`config.mk`:
```
export PLATFORM = sky130hd
export DESIGN_NAME = ekr_regs
export DESIGN_NICKNAME = d
export VERILOG_FILES = /design/src/design/ekr_pkg.sv /design/src/design/ekr_rst_if.sv /design/src/design/ekr_rst_pulse.sv /design/src/design/ekr_regs.sv
export SDC_FILE = /design/constraint.sdc
export NUM_CORES = 1
export LEC_CHECK = 0
export BUFFER_PORTS_ARGS = -buffer_cell sky130_fd_sc_hd__buf_2
export CORE_ASPECT_RATIO = 1.5
export CORE_MARGIN = 3
export CORE_UTILIZATION = 52
export DETAILED_ROUTE_END_ITERATION = 7
export PLACE_DENSITY = 0.82
export SLEW_MARGIN = 20
export SYNTH_ARGS = -nofsm -noshare
export SYNTH_HDL_FRONTEND = slang
export SYNTH_HIERARCHICAL = 1
export SYNTH_SLANG_ARGS = --single-unit
```
`constraint.sdc`:
```
create_clock -name clk_in -period 5 [get_ports clk_in]
set_input_delay 1 -clock clk_in [delete_from_list [all_inputs] [get_ports clk_in]]
set_output_delay 1 -clock clk_in [all_outputs]
set_load 0.05 [all_outputs]
```
`src/design/ekr_pkg.sv`:
```
// Constants for the exposure knee, soft reset and binning register bank
package ekr_pkg;
    // Register offsets on the word register port
    localparam logic [7:0]  EKR_OFS_KNEE      = 8'h0A;
    localparam logic [7:0]  EKR_OFS_TOTAL     = 8'h0B;
    localparam logic [7:0]  EKR_OFS_RESET     = 8'h0C;
    localparam logic [7:0]  EKR_OFS_READMODE  = 8'h0D;
    // Field positions
    localparam int          EKR_KNEE_T2_LSB   = 0;
    localparam int          EKR_KNEE_T3_LSB   = 4;
    localparam int          EKR_KNEE_AUTO_BIT = 8;
    localparam int          EKR_KNEE_SGL_BIT  = 9;
    localparam int          EKR_RST_CORE_BIT  = 0;
    localparam int          EKR_RST_AUTO_BIT  = 1;
    // Values after reset
    localparam logic [3:0]  EKR_T2_RST        = 4'h4;
    localparam logic [3:0]  EKR_T3_RST        = 4'h6;
    localparam logic        EKR_AUTO_RST      = 1'b1;
    localparam logic        EKR_SGL_RST       = 1'b0;
    localparam logic [14:0] EKR_TOTAL_RST     = 15'h01E0;
    localparam logic [1:0]  EKR_BIN_RST       = 2'h0;
    localparam logic [1:0]  EKR_BIN_BAD       = 2'h3;
    // Internal reset pulse length in clock cycles
    localparam int          EKR_RST_CYCLES    = 15;
endpackage

```
`src/design/ekr_rst_if.sv`:
```
// Carrier between the register bank and a reset pulse generator
interface ekr_rst_if;
    logic start;
    logic rst_n;
    modport bank (output start, input rst_n);
    modport gen  (input start, output rst_n);
endinterface

```
`src/design/ekr_rst_pulse.sv`:
```
// Active-low reset pulse of fixed length, retriggered by each start
module ekr_rst_pulse
    import ekr_pkg::*;
#(
    parameter int CYCLES = EKR_RST_CYCLES
) (
    // Clock and reset
    input  wire logic clk_in,
    input  wire logic sys_rst_in,
    // Pulse request and reset out
    ekr_rst_if.gen    rst
);
    localparam int CW = $clog2(CYCLES + 1);
    localparam logic [CW-1:0] CNT_LOAD = CW'(CYCLES);

    logic [CW-1:0] cnt_q;

    always_ff @(posedge clk_in) begin
        if (sys_rst_in) begin
            cnt_q <= '0;
        end else if (rst.start) begin
            cnt_q <= CNT_LOAD;
        end else if (cnt_q != '0) begin
            cnt_q <= cnt_q - CW'(1);
        end
    end

    always_ff @(posedge clk_in) begin
        if (sys_rst_in) begin
            rst.rst_n <= 1'b1;
        end else begin
            rst.rst_n <= !(rst.start || cnt_q > CW'(1));
        end
    end
endmodule

```
`src/design/ekr_regs.sv`:
```
// Knee timing, total integration, soft reset and row binning register bank
// What this block does
// - Second knee = total times half^ratio
// - Third knee likewise; first is remainder
// - Ratio and total changes apply next frame
// - Bit 8 enables knee auto adjust
// - Bit 9 selects single knee
// - Total rows used only without auto exposure
// - Core reset drops frame, keeps registers
// - Reset bits self-clear, pulse 15 cycles low
// - Auto reset hits gain/exposure loop only
// - Row bin 0 normal, 1 two rows
// - Row bin 2 four rows, 3 invalid
// - Manual knee rows when auto off, HDR on
module ekr_regs
    import ekr_pkg::*;
(
    // Clock and reset
    input  wire logic        clk_in,
    input  wire logic        sys_rst_in,
    // Word register port from the serial interface
    input  wire logic [7:0]  reg_addr_in,
    input  wire logic [15:0] reg_wdata_in,
    input  wire logic        reg_wr_in,
    input  wire logic        reg_rd_in,
    output logic      [15:0] reg_rdata_out,
    output logic             reg_rvalid_out,
    // Frame timing and exposure sources
    input  wire logic        frame_start_in,
    input  wire logic        auto_exposure_loop_en_in,
    input  wire logic [14:0] auto_exposure_rows_in,
    input  wire logic        hdr_en_in,
    input  wire logic [14:0] manual_knee1_rows_in,
    input  wire logic [14:0] manual_knee2_rows_in,
    // Exposure interval outputs
    output logic      [14:0] knee_t1_rows_out,
    output logic      [14:0] knee_t2_rows_out,
    output logic      [14:0] knee_t3_rows_out,
    output logic      [14:0] integration_rows_out,
    output logic             single_knee_out,
    output logic             knee_auto_out,
    // Binning
    output logic      [1:0]  row_bin_out,
    output logic      [2:0]  rows_per_output_out,
    // Soft resets
    output logic             frame_abort_out,
    output logic             core_rst_n_out,
    output logic             auto_rst_n_out
);
    ekr_rst_if core_if ();
    ekr_rst_if auto_if ();

    logic [3:0]  t2_exp_q;
    logic [3:0]  t3_exp_q;
    logic        auto_q;
    logic        sgl_q;
    logic [14:0] total_q;
    logic [1:0]  bin_q;
    logic        core_start_q;
    logic        auto_start_q;
    logic [14:0] total_d;
    logic [14:0] t1_d;
    logic [14:0] t2_d;
    logic [14:0] t3_d;
    logic [14:0] t2_auto;
    logic [14:0] t3_auto;
    logic        wr_knee;
    logic        wr_total;
    logic        wr_reset;
    logic        wr_mode;

    assign wr_knee  = reg_wr_in && reg_addr_in == EKR_OFS_KNEE;
    assign wr_total = reg_wr_in && reg_addr_in == EKR_OFS_TOTAL;
    assign wr_reset = reg_wr_in && reg_addr_in == EKR_OFS_RESET;
    assign wr_mode  = reg_wr_in && reg_addr_in == EKR_OFS_READMODE;

    // Register storage, untouched by the soft resets
    always_ff @(posedge clk_in) begin
        if (sys_rst_in) begin
            t2_exp_q <= EKR_T2_RST;
            t3_exp_q <= EKR_T3_RST;
            auto_q   <= EKR_AUTO_RST;
            sgl_q    <= EKR_SGL_RST;
        end else if (wr_knee) begin
            t2_exp_q <= reg_wdata_in[EKR_KNEE_T2_LSB +: 4];
            t3_exp_q <= reg_wdata_in[EKR_KNEE_T3_LSB +: 4];
            auto_q   <= reg_wdata_in[EKR_KNEE_AUTO_BIT];
            sgl_q    <= reg_wdata_in[EKR_KNEE_SGL_BIT];
        end
    end

    always_ff @(posedge clk_in) begin
        if (sys_rst_in) begin
            total_q <= EKR_TOTAL_RST;
        end else if (wr_total) begin
            total_q <= reg_wdata_in[14:0];
        end
    end

    always_ff @(posedge clk_in) begin
        if (sys_rst_in) begin
            bin_q <= EKR_BIN_RST;
        end else if (wr_mode && reg_wdata_in[1:0] != EKR_BIN_BAD) begin
            bin_q <= reg_wdata_in[1:0];
        end
    end

    // Soft reset bits are strobes only, never stored
    always_ff @(posedge clk_in) begin
        if (sys_rst_in) begin
            core_start_q <= 1'b0;
            auto_start_q <= 1'b0;
        end else begin
            core_start_q <= wr_reset && reg_wdata_in[EKR_RST_CORE_BIT];
            auto_start_q <= wr_reset && reg_wdata_in[EKR_RST_AUTO_BIT];
        end
    end

    assign core_if.start = core_start_q;
    assign auto_if.start = auto_start_q;

    ekr_rst_pulse #(.CYCLES(EKR_RST_CYCLES)) u_core_rst (
        .clk_in     (clk_in),
        .sys_rst_in (sys_rst_in),
        .rst        (core_if)
    );

    ekr_rst_pulse #(.CYCLES(EKR_RST_CYCLES)) u_auto_rst (
        .clk_in     (clk_in),
        .sys_rst_in (sys_rst_in),
        .rst        (auto_if)
    );

    always_ff @(posedge clk_in) begin
        if (sys_rst_in) begin
            core_rst_n_out  <= 1'b1;
            auto_rst_n_out  <= 1'b1;
            frame_abort_out <= 1'b0;
        end else begin
            core_rst_n_out  <= core_if.rst_n;
            auto_rst_n_out  <= auto_if.rst_n && core_if.rst_n;
            frame_abort_out <= core_start_q;
        end
    end

    // Interval computation for the coming frame
    always_comb begin
        total_d = auto_exposure_loop_en_in ? auto_exposure_rows_in : total_q;
        t2_auto = total_d >> t2_exp_q;
        t3_auto = sgl_q ? 15'h0000 : (total_d >> t3_exp_q);
        t1_d    = total_d - t2_auto - t3_auto;
        t2_d    = t2_auto;
        t3_d    = t3_auto;
        if (!auto_q && hdr_en_in) begin
            t1_d = manual_knee1_rows_in;
            t2_d = manual_knee2_rows_in - manual_knee1_rows_in;
            t3_d = total_d - manual_knee2_rows_in;
        end else if (!auto_q) begin
            t1_d = total_d;
            t2_d = 15'h0000;
            t3_d = 15'h0000;
        end
    end

    // Active values latch at frame start or on every cycle while the internal core reset is low
    always_ff @(posedge clk_in) begin
        if (sys_rst_in) begin
            knee_t1_rows_out     <= EKR_TOTAL_RST - (EKR_TOTAL_RST >> EKR_T2_RST) - (EKR_TOTAL_RST >> EKR_T3_RST);
            knee_t2_rows_out     <= EKR_TOTAL_RST >> EKR_T2_RST;
            knee_t3_rows_out     <= EKR_TOTAL_RST >> EKR_T3_RST;
            integration_rows_out <= EKR_TOTAL_RST;
            single_knee_out      <= EKR_SGL_RST;
            knee_auto_out        <= EKR_AUTO_RST;
            row_bin_out          <= EKR_BIN_RST;
        end else if (frame_start_in || !core_if.rst_n) begin
            knee_t1_rows_out     <= t1_d;
            knee_t2_rows_out     <= t2_d;
            knee_t3_rows_out     <= t3_d;
            integration_rows_out <= total_d;
            single_knee_out      <= sgl_q;
            knee_auto_out        <= auto_q;
            row_bin_out          <= bin_q;
        end
    end

    // Rows combined per output row; frame rate rises by the same factor
    always_ff @(posedge clk_in) begin
        if (sys_rst_in) begin
            rows_per_output_out <= 3'h1;
        end else if (frame_start_in || !core_if.rst_n) begin
            case (bin_q)
                2'h1:    rows_per_output_out <= 3'h2;
                2'h2:    rows_per_output_out <= 3'h4;
                default: rows_per_output_out <= 3'h1;
            endcase
        end
    end

    // Read-back, one cycle after the read strobe
    always_ff @(posedge clk_in) begin
        if (sys_rst_in) begin
            reg_rdata_out  <= 16'h0000;
            reg_rvalid_out <= 1'b0;
        end else begin
            reg_rvalid_out <= reg_rd_in;
            if (reg_rd_in) begin
                case (reg_addr_in)
                    EKR_OFS_KNEE:     reg_rdata_out <= {6'h00, sgl_q, auto_q, t3_exp_q, t2_exp_q};
                    EKR_OFS_TOTAL:    reg_rdata_out <= {1'b0, total_q};
                    EKR_OFS_READMODE: reg_rdata_out <= {14'h0000, bin_q};
                    EKR_OFS_RESET:    reg_rdata_out <= 16'h0000;
                    default:          reg_rdata_out <= 16'h0000;
                endcase
            end
        end
    end
endmodule

```
==> results.toml, run 1 <==
[status]
status = "completed"

[timing]
period_minus_slack_ns = 4.85
report.final.setup_viol = 0
worst_pin_slew_ns = 0.949
fmax_ghz = 0.206
hold_violations = 0
skew_ns = 0.00942
timing.final.crit_share = 0.970
grt_setup_unrepaired = "true"
holdWs_ns = 0.439
slew_viol_final = 0
max_slew_margin = 0.366

[place]
portBuffers = 160
dp.cells = 1524
post_dp_cell_area_mm2 = 0.0106
routabilityCongestion = 1.03
dp_hpwl_mm = 23.5

[synth]
syn_avg_cell_area_um2 = 8.03
yosys-top-cells-area = "dfxtp_1, ha_1, mux2i_1"
synth_warnings = 6
yosysTopAreaCell = "dfxtp_1"
synth_ff_type = "dfxtp_1"
ys_seq_area_frac = 0.277
synthCells = 1125
synth-edff-count = 0
syn_nets = 1265
async_flop_share = 0
synth.distinct_cells = 78
synth_seq_cells = 125
synthesis.area_mm2 = 0.00903
synth_top_area_frac = 0.277

[clock_network]
numCtsBuffers = 17
cts_hold_buf = 0
cts_tree = "built"
path_clk_slew_ns = 0.07
cts_sinks = 125
cts_buffer_depth = 2
clock_latency_ns = 0.42
root_buffer = "clkbuf_16"
htree_levels = 4

[worst_setup_path]
max_stage_delay_ns = 0.46
worstSetupPathType = "in2reg"
crit_path_start_kind = "input port"
end_kind = "register"
crit_path_top_delay_cell = "fa_1"
path_max_fanout = 13
critPathBufInv = 5
critPathRequiredTime_ns = 5.35
critPathTopFamily = "compound AO/OA/AOI/OAI gates"
crit_arrival_ns = 5.20
crit_path_cell_trace = "buf_2 -> buf_12 -> buf_4 -> mux2_4 -> mux2i_1 -> mux2_2 -> nor2_1 -> a21oi_1 -> o21ai_0 -> nand2b_1 -> fa_1 -> ha_1 -> nor4_1 -> inv_1 -> o211a_1 -> o21ba_1 -> a221oi_1 -> buf_4 -> mux2_2 -> o21ai_1"

[route]
wl_mm = 30.8
first_pass_iters = 8
via_count = 9407
drt-vias-per-instance = 6.05
drc = 0
drtAntennaViolNets = 0
wl_per_cell_um = 19.8
drt-initial-drc-count = 750

[die]
rows = 58
num_io_pins = 163
die_area_mm2 = 0.0190
start_util = 0.534
core_area_mm2 = 0.0169
fp.dieH_um = 167
dieWidth_um = 114

[power]
cellLeakagePower_nw = 5.09
power_density_mw_per_mm2 = 354
vdd_drop_max_v = 0.000251

[global_route]
antenna_found_initial = 0
grt_pass1_vias = 9067
grt_overflow_total = 0
grt_max_degree = 72
grt_pass1_wl_mm = 47.6
grt_use_total = 0.317

[min_path]
min_path_type = "reg2reg"

[finish]
fin_cells = 1556
final_cell_mix = "buf_2, dfxtp_1, nand2_1"
layout_commonest_cell = "buf_2"
nFillCells = 1418
fin_area_mm2 = 0.0112
antenna_cells = 0
drive_above_1_share = 0.265
finalCoreUtilization = 0.662
area_delta_synth_final_pct = 23.9
finalNetCount = 1473

[flow_run]
max_cap_violations = 0
## report_power, final
group	switching (W)	internal (W)	total (W)
combinational	0.000919	0.000526	0.00144
sequential	0.0000811	0.00112	0.00120
clock	0.000549	0.000770	0.00132
total	0.00155	0.00241	0.00396
## state kept, by name, summed over array words and instances (netlist names), 2 cells and up
signal                count
bin_q                     2
integration_rows_out     15
knee_t1_rows_out         15
knee_t2_rows_out         15
knee_t3_rows_out         15
reg_rdata_out            15
row_bin_out               2
rows_per_output_out       3
t2_exp_q                  4
t3_exp_q                  4
total_q                  15
u_auto_rst/cnt_q          4
u_core_rst/cnt_q          4
## metal layers
metal | global-route usage | share of wire | vias up | routed length [um]
met4 | 0.242 | 0.083 | 0 | 2540
met3 | 0.0445 | 0.067 | 153 | 2060
met1 | 0.352 | 0.36 | 4381 | 11000
li1 | - | - | 4401 | -
met2 | 0.540 | 0.49 | 472 | 15100
met5 | 0 | 0 | - | 0
## worst min-delay path, stage by stage, from the launching register on
cell	delay, ns
dfxtp_1	0.31
nand2_1	0.05
nand2_1	0.05
## layout make-up
class | count | area [um^2] | area share
multi-input combinational | 855 | 5970 | 0.533
clock buffer | 18 | 439 | 0.0392
timing repair buffer | 261 | 1570 | 0.141
sequential | 125 | 2500 | 0.224
clock inverter | 14 | 171 | 0.0153
inverter | 73 | 275 | 0.0246
tap | 210 | 263 | 0.0235
## final timing paths
path                       startpoint              endpoint  slack [ns]  depth (start not counted)
max reg2reg               t3_exp_q[0]  knee_t1_rows_out[13]        0.50                         13
max          auto_exposure_loop_en_in  knee_t1_rows_out[13]        0.15                         20
min              u_auto_rst/rst.rst_n        auto_rst_n_out        0.44                          2
min reg2reg      u_auto_rst/rst.rst_n        auto_rst_n_out        0.44                          2
## kinds of logic (layout without fill, tap and decap cells)
kind of cell	count (synthesis)	after routing	share of synthesized area
AO/OA/AOI/OAI	282	282	0.196
XOR/XNOR	28	28	0.0271
adder cells (fa/ha/maj)	64	64	0.102
buffers and inverters	145	366	0.0651
flip-flops	125	125	0.277
multiplexers	94	94	0.131
other	1	1	0.000415
AND/OR/NAND/NOR	386	386	0.202
## repair_timing
action	in CTS	in global routing
buffers inserted	0	0
endpoints found under the setup margin	0	2
resized for setup	0	3
## Yosys cell counts (all sizes together) (8+ instances only)
master / number
a311oi: 8
a21o: 9
o21ai: 67
a221oi: 8
a211oi: 16
o211ai: 10
fa: 16
nor3: 30
nor2: 105
o21a: 8
buf: 22
a21oi: 91
o22ai: 11
inv: 71
nand2: 109
mux2i: 51
xor2: 8
nand3: 41
dfxtp: 125
mux4: 11
a31oi: 11
mux2: 32
nor2b: 18
clkbuf: 50
or3: 15
ha: 48
xnor2: 20
nand2b: 34
## per-stage QoR
step | worst slack [ns] | total power, W | TNS, ns
2_1_floorplan | 0.211 | 0.00220 | 0
3_3_place_gp | -0.0983 | 0.00260 | -0.160
3_5_place_dp | -0.121 | 0.00263 | -0.268
4_1_cts | 0.191 | 0.00395 | 0
5_1_grt | -0.000118 | 0.00413 | -0.000118
6_report | 0.152 | 0.00396 | 0
No activity file was read; power rests on OpenSTA's default activity.
==> run 2: changes to the inputs <==
- CORE_UTILIZATION: 52 -> 62
- PLACE_DENSITY: 0.82 -> 0.91
- SETUP_SLACK_MARGIN: default -> 0.05
- clock period: 5 -> 6.1 ns (I/O delays scaled with it)
==> run 2 against run 1 <==
Cell count down 6.4%. Sequential power down 18%. Utilization up 8.3 points. Count of clock-buffer cells in the layout up 2. Flip-flop and latch count unchanged. Critical path depth down 4. Total power down 21%. Worst hold slack better by 0.0012 ns. Clock skew down 0.0017 ns. Register-to-register slack better by 0.86 ns. Clock power down 23%. Largest power group unchanged.
==> results.toml, run 2 (synthesized netlist as in run 1, its figures left out) <==
[finish]
multi_input_area_mm2 = 0.00595
seq_area_mm2 = 0.00250
drive_above_1_share = 0.213
finalNetCount = 1392
antenna_cells = 0
layout_commonest_cell = "buf_2"
fin_area_mm2 = 0.0105
nFillCells = 1111
area_delta_synth_final_pct = 16.5
final_cell_mix = "buf_2, dfxtp_1, nand2_1"
finalCoreUtilization = 0.745

[die]
core_area_mm2 = 0.0141
die_area_mm2 = 0.0161
num_io_pins = 163
dieWidth_um = 105
fp.dieH_um = 154
start_util = 0.640
rows = 53

[min_path]
worstHoldEndpoint = "auto_rst_n_out"
min_path_type = "reg2reg"
whs_path_depth = 2
worstHoldStart = "u_auto_rst/rst.rst_n"

[timing]
fmax_ghz = 0.189
tns_ns = 0
grt_setup_unrepaired = "false"
slew_viol_final = 0
skew_ns = 0.00771
worst_pin_slew_ns = 1.03
max_slew_margin = 0.312
hold_violations = 0
holdWs_ns = 0.440
timing.final.crit_share = 0.869
report.final.setup_viol = 0
period_minus_slack_ns = 5.30

[route]
drt-initial-drc-count = 865
via_count = 9138
drt-vias-per-instance = 6.27
drc = 0
wl_mm = 29.8
drtAntennaViolNets = 0
first_pass_iters = 6
wl_per_cell_um = 20.4

[clock_network]
htree_levels = 4
clock_latency_ns = 0.42
cts_sinks = 125
cts_resized = 0
path_clk_slew_ns = 0.06
root_buffer = "clkbuf_16"
post_cts_buffers = 0
cts_hold_buf = 0
cts_tree = "built"
cts_buffer_depth = 2
numCtsBuffers = 17

[worst_setup_path]
r2r_start = "t3_exp_q[1]"
path_max_fanout = 12
critPathRequiredTime_ns = 6.45
r2r_cells = 13
r2r_slack_ns = 1.36
worstReg2RegEnd = "knee_t1_rows_out[13]"
crit_path_start_kind = "input port"
worstSetupPathType = "in2reg"
end_kind = "register"
crit_arrival_ns = 5.66

[global_route]
grt_max_degree = 62
grt_pass1_wl_mm = 46.7
antenna_found_initial = 0
grt_overflow_total = 0
grt_use_total = 0.367
grt_pass1_vias = 8990

[power]
power_density_mw_per_mm2 = 296
fin_total_pwr_w = 0.00312
vdd_drop_max_v = 0.000211
cellLeakagePower_nw = 4.68

[status]
status = "completed"

[flow_run]
max_cap_violations = 0

[place]
routabilityCongestion = 1.02
portBuffers = 160
post_dp_cell_area_mm2 = 0.00994
dp_hpwl_mm = 22.0
-- run 2: metal layers --
metal  share of wire  global-route usage  wire length, um  up-vias
met5               0                   0                0        -
met4           0.081               0.278             2410        0
met3           0.086              0.0538             2570      142
met2            0.47               0.618            14100      539
met1            0.36               0.417            10700     4222
li1                -                   -                -     4235
-- run 2: through the flow --
stage               setup WS (ns)  std cells
global route                0.513       1457
global placement            0.529       1425
CTS                         0.887       1457
finish                      0.797       1457
floorplan                    1.09       1125
detailed placement          0.476       1425
-- run 2: where the power goes --
group	internal [W]	switching, W
logic	0.000373	0.000743
clock network	0.000616	0.000402
registers	0.000915	0.0000713
-- run 2: area by class of cell --
| class | instances | area share |
|---|---|---|
| clock buffers | 20 | 0.0424 |
| clock inverters | 12 | 0.0133 |
| inverters | 73 | 0.0262 |
| multi-input cells | 855 | 0.566 |
| flip-flops and latches | 125 | 0.238 |
| well taps | 192 | 0.0228 |
| repair buffers | 180 | 0.0918 |
-- run 2: how the worst max path moves through the flow --
stage / endpoint / cells past startpoint / start / slack [ns]
2_1_floorplan: knee_t1_rows_out[13] / 15 / auto_exposure_loop_en_in / 1.09
3_3_place_gp: knee_t1_rows_out[13] / 17 / auto_exposure_loop_en_in / 0.53
3_5_place_dp: knee_t1_rows_out[13] / 16 / auto_exposure_loop_en_in / 0.48
4_1_cts: knee_t1_rows_out[13] / 17 / auto_exposure_loop_en_in / 0.89
5_1_grt: knee_t1_rows_out[13] / 17 / auto_exposure_loop_en_in / 0.51
6_report: knee_t1_rows_out[13] / 16 / auto_exposure_loop_en_in / 0.80
-- run 2: critical path, stage by stage --
cell and delay [ns]:
buf_2 0.24, buf_12 0.20, mux2_2 0.49, mux2i_1 0.27, mux2i_1 0.15, mux2i_1 0.18, a2bb2oi_1 0.46, fa_1 0.55
ha_1 0.26, nor4_1 0.28, inv_1 0.08, o211a_1 0.26, o21ba_1 0.24, a221oi_1 0.32, mux2_2 0.37, o21ai_1 0.06
